--- config.mk ---
export PLATFORM = sky130hd
export DESIGN_NAME = vpg_port_control
export DESIGN_NICKNAME = d
export VERILOG_FILES = /design/src/rtl/vpg_pkg.sv /design/src/rtl/vpg_gate_if.sv /design/src/rtl/vpg_dma_gate.sv /design/src/rtl/vpg_port_control.sv
export VERILOG_INCLUDE_DIRS = /design/src /design/src/rtl
export SDC_FILE = /design/constraint.sdc
export NUM_CORES = 1
export LEC_CHECK = 0
export ABC_AREA = 1
export BUFFER_PORTS_ARGS = -buffer_cell sky130_fd_sc_hd__buf_2
export CELL_PAD_IN_SITES_DETAIL_PLACEMENT = 1
export CELL_PAD_IN_SITES_GLOBAL_PLACEMENT = 1
export CORE_AREA = 3 3 148 150
export DETAILED_ROUTE_END_ITERATION = 8
export DIE_AREA = 0 0 151 153
export PLACE_DENSITY_LB_ADDON = 0.1
export SLEW_MARGIN = 10
export SYNTH_ARGS = -nofsm -noshare
export SYNTH_HDL_FRONTEND = slang
export SYNTH_SLANG_ARGS = --single-unit
--- constraint.sdc ---
create_clock -name pclk -period 3 [get_ports pclk]
set_clock_uncertainty 0.1 [all_clocks]
set_input_delay 0.15 -clock pclk [delete_from_list [all_inputs] [get_ports pclk]]
set_output_delay 0.15 -clock pclk [all_outputs]
set_load 0.1 [all_outputs]
--- src/rtl/vpg_regs.svh ---
// offsets, field positions, reset values and timing counts of the port registers
// assumes: included by package and modules by bare name
`ifndef VPG_REGS_SVH
`define VPG_REGS_SVH
`define VPG_OFF_CONTROL    12'h0c0
`define VPG_OFF_STATUS     12'h0c4
`define VPG_OFF_IRQ_EN     12'h0c8
`define VPG_OFF_IRQ_STAT   12'h0cc
`define VPG_BIT_SOFT_RST   15
`define VPG_BIT_HALT       14
`define VPG_BIT_CLKB_INV   7
`define VPG_BIT_CTLC_POL   6
`define VPG_BIT_CTLB_POL   5
`define VPG_BIT_CTLA_POL   4
`define VPG_BIT_TSCAP      2
`define VPG_BIT_DISPLAY    1
`define VPG_BIT_DUAL       0
`define VPG_BIT_DC_DIS     3
`define VPG_CTL_WMASK      32'h0000_00f7
`define VPG_CTL_RESET      32'h0000_4000
`define VPG_IRQ_MASK       32'h0000_ffff
`define VPG_RST_NS         80
`define VPG_CLK_NS         10
`define VPG_RST_CYCLES     ((`VPG_RST_NS + `VPG_CLK_NS - 1) / `VPG_CLK_NS)
`define VPG_DMA_DATA_W     64
`define VPG_ARB_DATA       64'h0000_0000_0000_0000
`endif

--- src/rtl/vpg_pkg.sv ---
// types shared by the port control block and its dma gate
// assumes: vpg_regs.svh on the include path
`include "vpg_regs.svh"
package vpg_pkg;
    typedef enum logic [1:0] {
        VPG_MODE_CAP_SINGLE,
        VPG_MODE_CAP_DUAL,
        VPG_MODE_DISPLAY,
        VPG_MODE_TS_CAPTURE
    } vpg_mode_t;
    typedef enum logic [1:0] {
        VPG_ST_RUN,
        VPG_ST_SOFT_RESET
    } vpg_rst_state_t;
    typedef logic [`VPG_DMA_DATA_W-1:0] vpg_dword_t;
endpackage

--- src/rtl/vpg_gate_if.sv ---
// control levels passed from the port control logic to the dma gate
// assumes: one clock domain, driven by vpg_port_control
`timescale 1ns/1ns
interface vpg_gate_if;
    import vpg_pkg::*;
    vpg_mode_t mode;
    logic      port_in_reset;
    logic      halted;
    logic      periph_en;
    logic      active_en;
    modport ctrl (output mode, port_in_reset, halted, periph_en, active_en);
    modport gate (input  mode, port_in_reset, halted, periph_en, active_en);
endinterface

--- src/rtl/vpg_dma_gate.sv ---
// dma access gate: accept into the fifo or false acknowledge
// assumes: system dma request held until ack; fifo side answers in the same cycle
`timescale 1ns/1ns
module vpg_dma_gate
    import vpg_pkg::*;
(
    input  wire logic       pclk,
    input  wire logic       presetn,
    vpg_gate_if.gate        cfg,
    // system dma side
    input  wire logic       dma_req,
    input  wire logic       dma_write,
    input  wire vpg_dword_t dma_wdata,
    output logic            dma_ack,
    output vpg_dword_t      dma_rdata,
    // fifo side
    output logic            fifo_rd,
    output logic            fifo_wr,
    output vpg_dword_t      fifo_wdata,
    input  wire vpg_dword_t fifo_rdata
);
    typedef struct packed {
        logic       ack;
        vpg_dword_t rdata;
    } vpg_gate_state_t;
    vpg_gate_state_t st, next_st;
    logic live, take_rd, take_wr;

    always_comb begin
        live    = !cfg.port_in_reset && cfg.periph_en && !cfg.halted && cfg.active_en;
        take_rd = live && !dma_write && (cfg.mode != VPG_MODE_DISPLAY);
        take_wr = live && dma_write && (cfg.mode == VPG_MODE_DISPLAY);
        next_st       = st;
        next_st.ack   = dma_req && !st.ack;
        if (dma_req && !st.ack) begin
            next_st.rdata = take_rd ? fifo_rdata : `VPG_ARB_DATA;
        end
    end

    // every accepted access touches the fifo, origin unchecked
    assign fifo_rd    = dma_req && !st.ack && take_rd;
    assign fifo_wr    = dma_req && !st.ack && take_wr;
    assign fifo_wdata = dma_wdata;
    assign dma_ack    = st.ack;
    assign dma_rdata  = st.rdata;

    always_ff @(posedge pclk or negedge presetn) begin
        if (!presetn) begin
            st <= '0;
        end else begin
            st <= next_st;
        end
    end
endmodule

--- src/rtl/vpg_port_control.sv ---
// port control registers over apb plus gating of system dma accesses
// assumes: apb master per protocol; enables held by registers elsewhere
// Notes on behaviour
// - capture modes serve dma reads only; writes acked and dropped.
// - display mode serves dma writes only; reads acked with arbitrary data.
// - reset, disabled, halted or inactive mode: every dma access falsely acked.
// - accepted accesses always move fifo data; dma must be correctly sized.
// - four registers decoded at consecutive words c0h through cch.
// - reserved control bits read zero, writes ignored.
// - soft reset bit set by writing one; flushes fifos, resets registers.
// - during soft reset clock pins are inputs, data and control pins released.
// - soft reset bit clears itself when reset completes.
// - halt bit set by hardware or software reset.
// - other control bits writable only while halted.
// - halt cleared by writing one; zero does nothing.
// - bit 7 inverts output clock b in every mode; clock b driven in display mode only.
// - bit 6 sets control pin c polarity, one active low.
// - field id input uses capture field invert while field_id_mode set, else bit 6.
// - bits 5 and 4 set polarity of control pins b and a.
// - mode decode: transport, else display, else single or dual capture.
// - dual channel forced zero while dual channel disable set.
// - display mode drives data pins out and clock b as video clock.
`timescale 1ns/1ns
`include "vpg_regs.svh"
module vpg_port_control
    import vpg_pkg::*;
(
    // clock and reset
    input  wire logic         pclk,
    input  wire logic         presetn,
    // apb slave
    input  wire logic         psel,
    input  wire logic         penable,
    input  wire logic         pwrite,
    input  wire logic [11:0]  paddr,
    input  wire logic [31:0]  pwdata,
    output logic [31:0]       prdata,
    output logic              pready,
    output logic              pslverr,
    // enables and straps from elsewhere
    input  wire logic         peripheral_enable,
    input  wire logic         capture_enable,
    input  wire logic         display_enable,
    input  wire logic         dual_channel_disable,
    input  wire logic         field_invert,
    input  wire logic         field_id_mode,
    input  wire logic [15:0]  irq_events,
    // system dma
    input  wire logic         dma_req,
    input  wire logic         dma_write,
    input  wire vpg_dword_t   dma_wdata,
    output logic              dma_ack,
    output vpg_dword_t        dma_rdata,
    // fifos
    output logic              fifo_rd,
    output logic              fifo_wr,
    output vpg_dword_t        fifo_wdata,
    input  wire vpg_dword_t   fifo_rdata,
    output logic              fifo_flush,
    // pin control
    input  wire logic         video_clk_out,
    input  wire logic         ctl_a_core,
    input  wire logic         ctl_b_core,
    input  wire logic         ctl_c_core,
    input  wire logic         video_ctl_c_pin_in,
    output logic              port_clk_a_oe,
    output logic              port_clk_b_out,
    output logic              port_clk_b_oe,
    output logic              video_data_oe,
    output logic              video_ctl_oe,
    output logic [2:0]        video_ctl_pins_out,
    output logic              field_id_input,
    // decoded mode
    output vpg_mode_t         port_mode
);
    import vpg_pkg::*;

    typedef struct packed {
        vpg_rst_state_t rst_st;
        logic [3:0]     rst_cnt;
        logic           halt;
        logic [7:0]     ctl;
        logic [15:0]    irq_en;
        logic [15:0]    irq_stat;
        logic [31:0]    rdata;
    } vpg_ctl_state_t;

    vpg_ctl_state_t st, next_st;
    vpg_gate_if     gif ();
    logic           wr_en, rd_en, hit, srst_go, dual_eff, is_display;
    logic [31:0]    rd_mux;
    vpg_mode_t      mode;

    assign pready  = 1'b1;
    assign wr_en   = psel && penable && pwrite;
    assign rd_en   = psel && !penable && !pwrite;
    assign pslverr = 1'b0;

    always_comb begin
        dual_eff = st.ctl[`VPG_BIT_DUAL] && !dual_channel_disable;
        if (st.ctl[`VPG_BIT_TSCAP]) begin
            mode = VPG_MODE_TS_CAPTURE;
        end else if (st.ctl[`VPG_BIT_DISPLAY]) begin
            mode = VPG_MODE_DISPLAY;
        end else if (dual_eff) begin
            mode = VPG_MODE_CAP_DUAL;
        end else begin
            mode = VPG_MODE_CAP_SINGLE;
        end
    end

    // read mux; reserved bits are zero
    always_comb begin
        hit    = 1'b1;
        rd_mux = 32'h0000_0000;
        unique case (paddr)
            `VPG_OFF_CONTROL: begin
                rd_mux = {16'h0000, st.rst_st == VPG_ST_SOFT_RESET, st.halt, 6'h00,
                          st.ctl[7:1], dual_eff};
            end
            `VPG_OFF_STATUS: begin
                rd_mux = {28'h0000_000, dual_channel_disable, 3'h0};
            end
            `VPG_OFF_IRQ_EN: begin
                rd_mux = {16'h0000, st.irq_en};
            end
            `VPG_OFF_IRQ_STAT: begin
                rd_mux = {16'h0000, st.irq_stat};
            end
            default: begin
                hit = 1'b0;
            end
        endcase
    end

    always_comb begin
        next_st = st;
        srst_go = 1'b0;
        if (rd_en) begin
            next_st.rdata = hit ? rd_mux : 32'h0000_0000;
        end
        if (wr_en && paddr == `VPG_OFF_CONTROL) begin
            if (pwdata[`VPG_BIT_SOFT_RST]) begin
                srst_go = 1'b1;
            end
            if (st.halt) begin
                next_st.ctl = pwdata[7:0] & 8'(`VPG_CTL_WMASK);
            end
            if (pwdata[`VPG_BIT_HALT]) begin
                next_st.halt = 1'b0;
            end
        end
        if (wr_en && paddr == `VPG_OFF_IRQ_EN) begin
            next_st.irq_en = pwdata[15:0];
        end
        // new events win over write-one-to-clear
        next_st.irq_stat = st.irq_stat;
        if (wr_en && paddr == `VPG_OFF_IRQ_STAT) begin
            next_st.irq_stat = st.irq_stat & ~pwdata[15:0];
        end
        next_st.irq_stat = next_st.irq_stat | irq_events;
        unique case (st.rst_st)
            VPG_ST_RUN: begin
                if (srst_go) begin
                    next_st.rst_st  = VPG_ST_SOFT_RESET;
                    next_st.rst_cnt = 4'(`VPG_RST_CYCLES);
                end
            end
            VPG_ST_SOFT_RESET: begin
                next_st.ctl      = 8'h00;
                next_st.irq_en   = 16'h0000;
                next_st.irq_stat = 16'h0000;
                next_st.halt     = 1'b1;
                next_st.rst_cnt  = st.rst_cnt - 4'h1;
                if (st.rst_cnt == 4'h1) begin
                    next_st.rst_st = VPG_ST_RUN;
                end
            end
        endcase
    end

    assign prdata     = st.rdata;
    assign port_mode  = mode;
    assign fifo_flush = (st.rst_st == VPG_ST_SOFT_RESET);

    // pins; software polls the reset bit before reprogramming
    assign is_display         = (mode == VPG_MODE_DISPLAY);
    assign port_clk_a_oe      = 1'b0;
    assign port_clk_b_oe      = is_display && !fifo_flush;
    assign port_clk_b_out     = video_clk_out ^ st.ctl[`VPG_BIT_CLKB_INV];
    assign video_data_oe      = is_display && !fifo_flush;
    assign video_ctl_oe       = is_display && !fifo_flush;
    assign video_ctl_pins_out = {ctl_c_core ^ st.ctl[`VPG_BIT_CTLC_POL],
                                 ctl_b_core ^ st.ctl[`VPG_BIT_CTLB_POL],
                                 ctl_a_core ^ st.ctl[`VPG_BIT_CTLA_POL]};
    assign field_id_input     = field_id_mode ? (video_ctl_c_pin_in ^ field_invert)
                                              : (video_ctl_c_pin_in ^ st.ctl[`VPG_BIT_CTLC_POL]);

    assign gif.mode          = mode;
    assign gif.port_in_reset = fifo_flush;
    assign gif.halted        = st.halt;
    assign gif.periph_en     = peripheral_enable;
    assign gif.active_en     = is_display ? display_enable : capture_enable;

    vpg_dma_gate u_gate (
        .pclk       (pclk),
        .presetn    (presetn),
        .cfg        (gif.gate),
        .dma_req    (dma_req),
        .dma_write  (dma_write),
        .dma_wdata  (dma_wdata),
        .dma_ack    (dma_ack),
        .dma_rdata  (dma_rdata),
        .fifo_rd    (fifo_rd),
        .fifo_wr    (fifo_wr),
        .fifo_wdata (fifo_wdata),
        .fifo_rdata (fifo_rdata)
    );

    always_ff @(posedge pclk or negedge presetn) begin
        if (!presetn) begin
            st        <= '0;
            st.halt   <= 1'b1;
            st.rst_st <= VPG_ST_RUN;
        end else begin
            st <= next_st;
        end
    end
endmodule

Word level (Yosys, flattened, before mapping)
Cells that the tools add are included.
{"block": "op_classes", "n_addsub": 1, "muxes": 20, "bitwise_logic": 9, "reduce_logical": 35, "magnitude_cmp": 0, "div": 0, "n_shift": 0, "n_eq_ne": 10, "n_mul": 0}
{"operator": "$mux W64", "n": 1}
{"operator": "$pmux W16 S4", "n": 1}
{"operator": "$eq A12 B8 Y1 const B", "n": 4}
{"operator": "$mux W41", "n": 1}
{"operator": "$mux W16", "n": 2}
{"operator": "$mux W32", "n": 1}
{"operator": "$logic_and A1 B1 Y1", "n": 19}
{"operator": "$and A16 B16 Y16", "n": 1}
{"operator": "$not A16 Y16", "n": 1}
{"operator": "$or A16 B16 Y16", "n": 1}
{"operator": "$pmux W6 S2", "n": 1}
{"operator": "$mux W9", "n": 1}
{"operator": "$mux W8", "n": 1}
{"operator": "$reduce_bool A2 Y1", "n": 4}
{"operator": "$logic_not A1 Y1", "n": 7}
{"operator": "$mux W1", "n": 7}
{"operator": "$mux W2", "n": 3}
{"operator": "$mux W6", "n": 1}
{"operator": "$ne A2 B2 Y1 const B", "n": 3}
{"operator": "$reduce_and A2 Y1", "n": 3}
{"operator": "$xor A1 B1 Y1", "n": 6}
{"operator": "$eq A4 B1 Y1 const B", "n": 1}
{"operator": "$reduce_or A4 Y1", "n": 1}
{"operator": "$sub A4 B1 Y4 const B", "n": 1}
{"operator": "other kinds (3)", "n": 3}
{"block": "totals", "memories": 0, "mem_bits_rw": 0, "inputBits": 206, "ff_bits": 144, "latch_bits": 0, "romBits": 0, "wordCells": 84}

Longest topological paths before layout
{"block": "logic_depth", "ltp_word": 11, "ltp_mapped": 10, "depth_no_buf": 9}

By module
A second synthesis with hierarchy kept.
{"block": "hier_totals", "cells_unflattened": 790, "hier_area_um2": 6672.6}
{"module": "vpg_port_control", "n_inst": 1, "area_per_inst_um2": 3582.2, "cells_per_inst": 435}
{"module": "vpg_dma_gate", "n_inst": 1, "area_per_inst_um2": 3090.5, "cells_per_inst": 355}

Least setup slack after synthesis
Ideal clock, no wire load.
{"block": "synth_timing", "kind": "reg2out", "start": "reg u_gate.st (netlist bit u_gate.dma_ack)", "end": "out fifo_wr", "required_time_ps": 2750, "path_slack_ps": -1347, "path_buffers": 1, "arrival_time_ps": 4097, "path_stages_with_launch": 5, "cell_sequence": "dfrtp_1 nor2_1 inv_1 buf_2 nor4_1"}
{"item": "start: declaration", "line": "vpg_dma_gate.sv:26", "rtl": "vpg_gate_state_t st, next_st;"}
{"item": "start signal: assignment", "line": "vpg_dma_gate.sv:51", "rtl": "st <= next_st;"}
{"item": "end: declaration", "line": "vpg_port_control.sv:56", "rtl": "output logic fifo_wr,"}

Final worst setup path
{"block": "layout_timing", "start": "reg st[65] (netlist name)", "end": "out fifo_rd"}
{"block": "layout_between", "elab_chain_cells": 8}
{"item": "start: declaration", "line": "vpg_port_control.sv:88", "rtl": "vpg_ctl_state_t st, next_st;"}
{"item": "start signal: assignment", "line": "vpg_port_control.sv:226", "rtl": "st <= next_st;"}
{"item": "$mux W2 (*)", "line": "vpg_port_control.sv:103", "rtl": "end else if (st.ctl[`VPG_BIT_DISPLAY]) begin"}
{"item": "$mux W2 (*)", "line": "vpg_port_control.sv:101", "rtl": "if (st.ctl[`VPG_BIT_TSCAP]) begin"}
{"item": "$eq A2 B2 Y1", "line": "vpg_port_control.sv:187", "rtl": "assign is_display = (mode == VPG_MODE_DISPLAY);"}
{"item": "$mux W1", "line": "vpg_port_control.sv:203", "rtl": "assign gif.active_en = is_display ? display_enable : capture_enable;"}
{"item": "$logic_and A1 B1 Y1", "line": "vpg_dma_gate.sv:30", "rtl": "live = !cfg.port_in_reset && cfg.periph_en && !cfg.halted && cfg.active_en;"}
{"item": "$logic_and A1 B1 Y1", "line": "vpg_dma_gate.sv:31", "rtl": "take_rd = live && !dma_write && (cfg.mode != VPG_MODE_DISPLAY);"}
{"item": "$logic_and A1 B1 Y1 (*)", "line": "vpg_dma_gate.sv:31"}
{"item": "$logic_and A1 B1 Y1 (*)", "line": "vpg_dma_gate.sv:41", "rtl": "assign fifo_rd = dma_req && !st.ack && take_rd;"}
{"item": "end: declaration", "line": "vpg_port_control.sv:55", "rtl": "output logic fifo_rd,"}
Mark *: on every way between the ends. The rest lies on a longest branch, timed or not.

==> impl_metrics.ini <==
[power_and_ir_drop]
power_mw = 4.11
p_seq_share_pct = 41.4
ir_drop_mv = 0.364
pwr-share-clk_pct = 47.7
p_sw_mw = 1.09
p_leak_nw = 4.93
switching_share_pct = 26.4
p_int_mw = 3.03
comb_power_share_pct = 10.8
cellPowerDensity_nw_per_um2 = 472

[critical_path]
cp-end-kind = primary output
worst_ep_required_time_ps = 2750
setup.worst_path.class = flip-flop to primary output
r2r_cells = 8
max_stage_delay_ps = 530
critPathMostFrequentCell = nand2_1
crit_path_start_kind = flip-flop
worst_ep_arrival_time_ps = 2290
slowest_stage = buf_2
crit_path_max_fanout = 18
path_cells = nand2_2, nand2_1, nand2_1, nand3_1, nor2_4, buf_2

[route]
viasPerCell = 4.47
drcViolationCount = 0
firstDrtPassIters = 4
wl_per_cell_um = 15.6
antenna_left = 0
drt-total-wl_um = 20400
vias = 5863
drt-initial-drc-count = 188

[timing]
drv_slew = 0
max_slew.worst_pin.slew_ps = 1060
hold_violations = 0
setup_ws_ps = 457
slew-limit-headroom_pct = 29.2
clock.fmax_mhz = 393
holdWs_ps = 63.0
setup_viol = 0
min_period_over_period_pct = 84.8
rsz0062_at_grt = false
finalCriticalPeriod_ps = 2540

[clock_network]
cts_setup_buffers = 0
cts_tree = done
clock-root-buffer = clkbuf_16
clock_sinks = 126
ctsLongestPathBuffers = 2
numCtsBuffers = 17
clk-insertion-delay-late_ps = 420
clkTransAtPathRegs_ps = 60
cts_htree_levels = 4

[worst_hold_path]
hold_path.class = primary input to flip-flop
whs_path_depth = 5

[placement]
portBuffers = 219
dp_hpwl_um = 13800
placed_area_um2 = 7050
place_ws_ps = 841
gp_congestion = 0.747

[global_route]
antenna_found_initial = 0
grt_pass1_wl_um = 33700
overflow = 0
grt_usage_pct = 18.3
grt_max_degree = 112
grt_pass1_vias = 6602

[yosys]
syn_area_per_cell_um2 = 8.20
synthesis.area_um2 = 6440
synthFlopType = dfrtp_1
yosys.area.top_type = dfrtp_1
synthArstFlopShare_pct = 100
synth_seq_cells = 126
synth-seq-area-share_pct = 49.0
yosys-top-cells-count = nand2_1 (307), dfrtp_1 (125), buf_4 (103)
synth_top_area_share_pct = 48.6
postSynthCellCount = 785
yosys-top-cells-area = dfrtp_1 (49%), nand2_1 (18%), buf_4 (12%)
yosysMostFrequentCell = nand2_1
synth_cell_types = 29
synth_warnings = 0
synth_edf_count = 0

[finish]
fin_area_um2 = 8720
antenna_cells = 0
fillers = 2533
syn_to_final_growth_pct = 35.4
drive_gt1_share_pct = 27.0
nets = 1231
fin_util_pct = 41.9

[run_status]
status = finished clean

[die]
std_cell_rows = 53
pin_count = 383
core_area_um2 = 20800
start_util_pct = 30.9
die_h_um = 153
die_w_um = 151
dieArea_um2 = 23100

[flow_run]
max-cap-violations = 0
## metrics by stage
| stage | std cells | setup TNS, ps |
|---|---|---|
| 5_1_grt | 1311 | 0 |
| 4_1_cts | 1311 | 0 |
| 3_5_place_dp | 1168 | 0 |
| 2_1_floorplan | 802 | -189 |
| 3_3_place_gp | 1168 | 0 |
| 6_report | 1311 | 0 |
## flip-flops by register name, summed over array words and instances (netlist names)
signal and cells:
gif.halted 1, prdata 16, st 44, u_gate.dma_ack 1, u_gate.dma_rdata 64
## layout make-up
type                    instances  area [µm²]  area share, %
repair buffers                341        2310           26.5
clock inverters                13         118           1.35
flip-flops and latches        126        3150           36.2
multi-input cells             500        2210           25.4
clock buffers                  19         443           5.08
inverters                      37         139           1.59
well taps                     275         344           3.95
## layout by cell type (no fill, tap or decap), types with 2 or more instances in the layout
master	netlist	final
clkinvlp_4	0	4
ha_1	2	2
nor2_4	3	4
dlygate4sd3_1	0	111
nand4_1	25	25
nor2_2	3	3
inv_2	4	5
inv_1	33	32
dfrtp_1	125	125
nand2_2	3	3
a21oi_1	18	18
o21ai_1	8	8
nand2_1	307	307
buf_4	103	10
nand3_1	81	81
o21ai_0	5	5
buf_2	9	218
conb_1	2	19
clkinv_4	0	3
nor2_1	13	12
clkinv_2	0	4
and3_1	2	2
xor2_1	4	4
clkbuf_16	0	17
xnor2_1	2	2
## layer usage
metal	part of all wire [%]	vias up	wire length (µm)	GRT usage (%)
met2	50	200	10300	31.9
li1	-	2831	-	-
met5	0	-	0	0
met1	41	2802	8370	20.8
met3	7.2	30	1480	6.85
met4	1.5	0	302	5.22
## timing repair
item,CTS,global route
hold buffers,111,0
resized for setup,0,0
endpoints found under the hold margin,213,0
## cells by family (layout without fill, tap and decap cells)
| family | Yosys count | count (layout) | share of synthesized area (%) |
|---|---|---|---|
| AOI/OAI and AO/OA | 31 | 31 | 2.41 |
| xor gates and xnor gates | 6 | 6 | 0.816 |
| adders and majority gates | 2 | 2 | 0.389 |
| buffers and inverters | 176 | 410 | 17.8 |
| DFF | 126 | 126 | 49.0 |
| muxes | 1 | 1 | 0.155 |
| other | 2 | 19 | 0.117 |
| and+or+nand+nor | 441 | 441 | 29.3 |
## power groups by stage
stage	combinational [mW]	clock, mW	sequential, mW
after floorplan	0.610	0	1.74
after global placement	0.343	0	1.73
after detailed placement	0.348	0	1.73
after CTS	0.451	2.02	1.70
after global routing	0.482	2.13	1.70
final	0.446	1.96	1.70
## final timing paths
check / slack, ps / start / endpoint
min in group asynchronous: 380 / presetn / prdata[0]$_DFFE_PN0P_
max in group asynchronous: 1630 / presetn / u_gate.dma_rdata[32]$_DFFE_PN0P_
min reg2reg: 370 / prdata[5]$_DFFE_PN0P_ / prdata[5]$_DFFE_PN0P_
max: 460 / st[65]$_DFFE_PN0P_ / fifo_rd
min: 60 / dual_channel_disable / prdata[3]$_DFFE_PN0P_
max reg2reg: 990 / st[65]$_DFFE_PN0P_ / u_gate.dma_rdata[28]$_DFFE_PN0P_
## critical path: cells and delay by family (launching register included)
family                 cells  cell delay, ps
flip-flops                 1             450
AND/OR/NAND/NOR            5             890
buffers and inverters      1             530
Note: power is estimated with default switching activity, not from simulation.
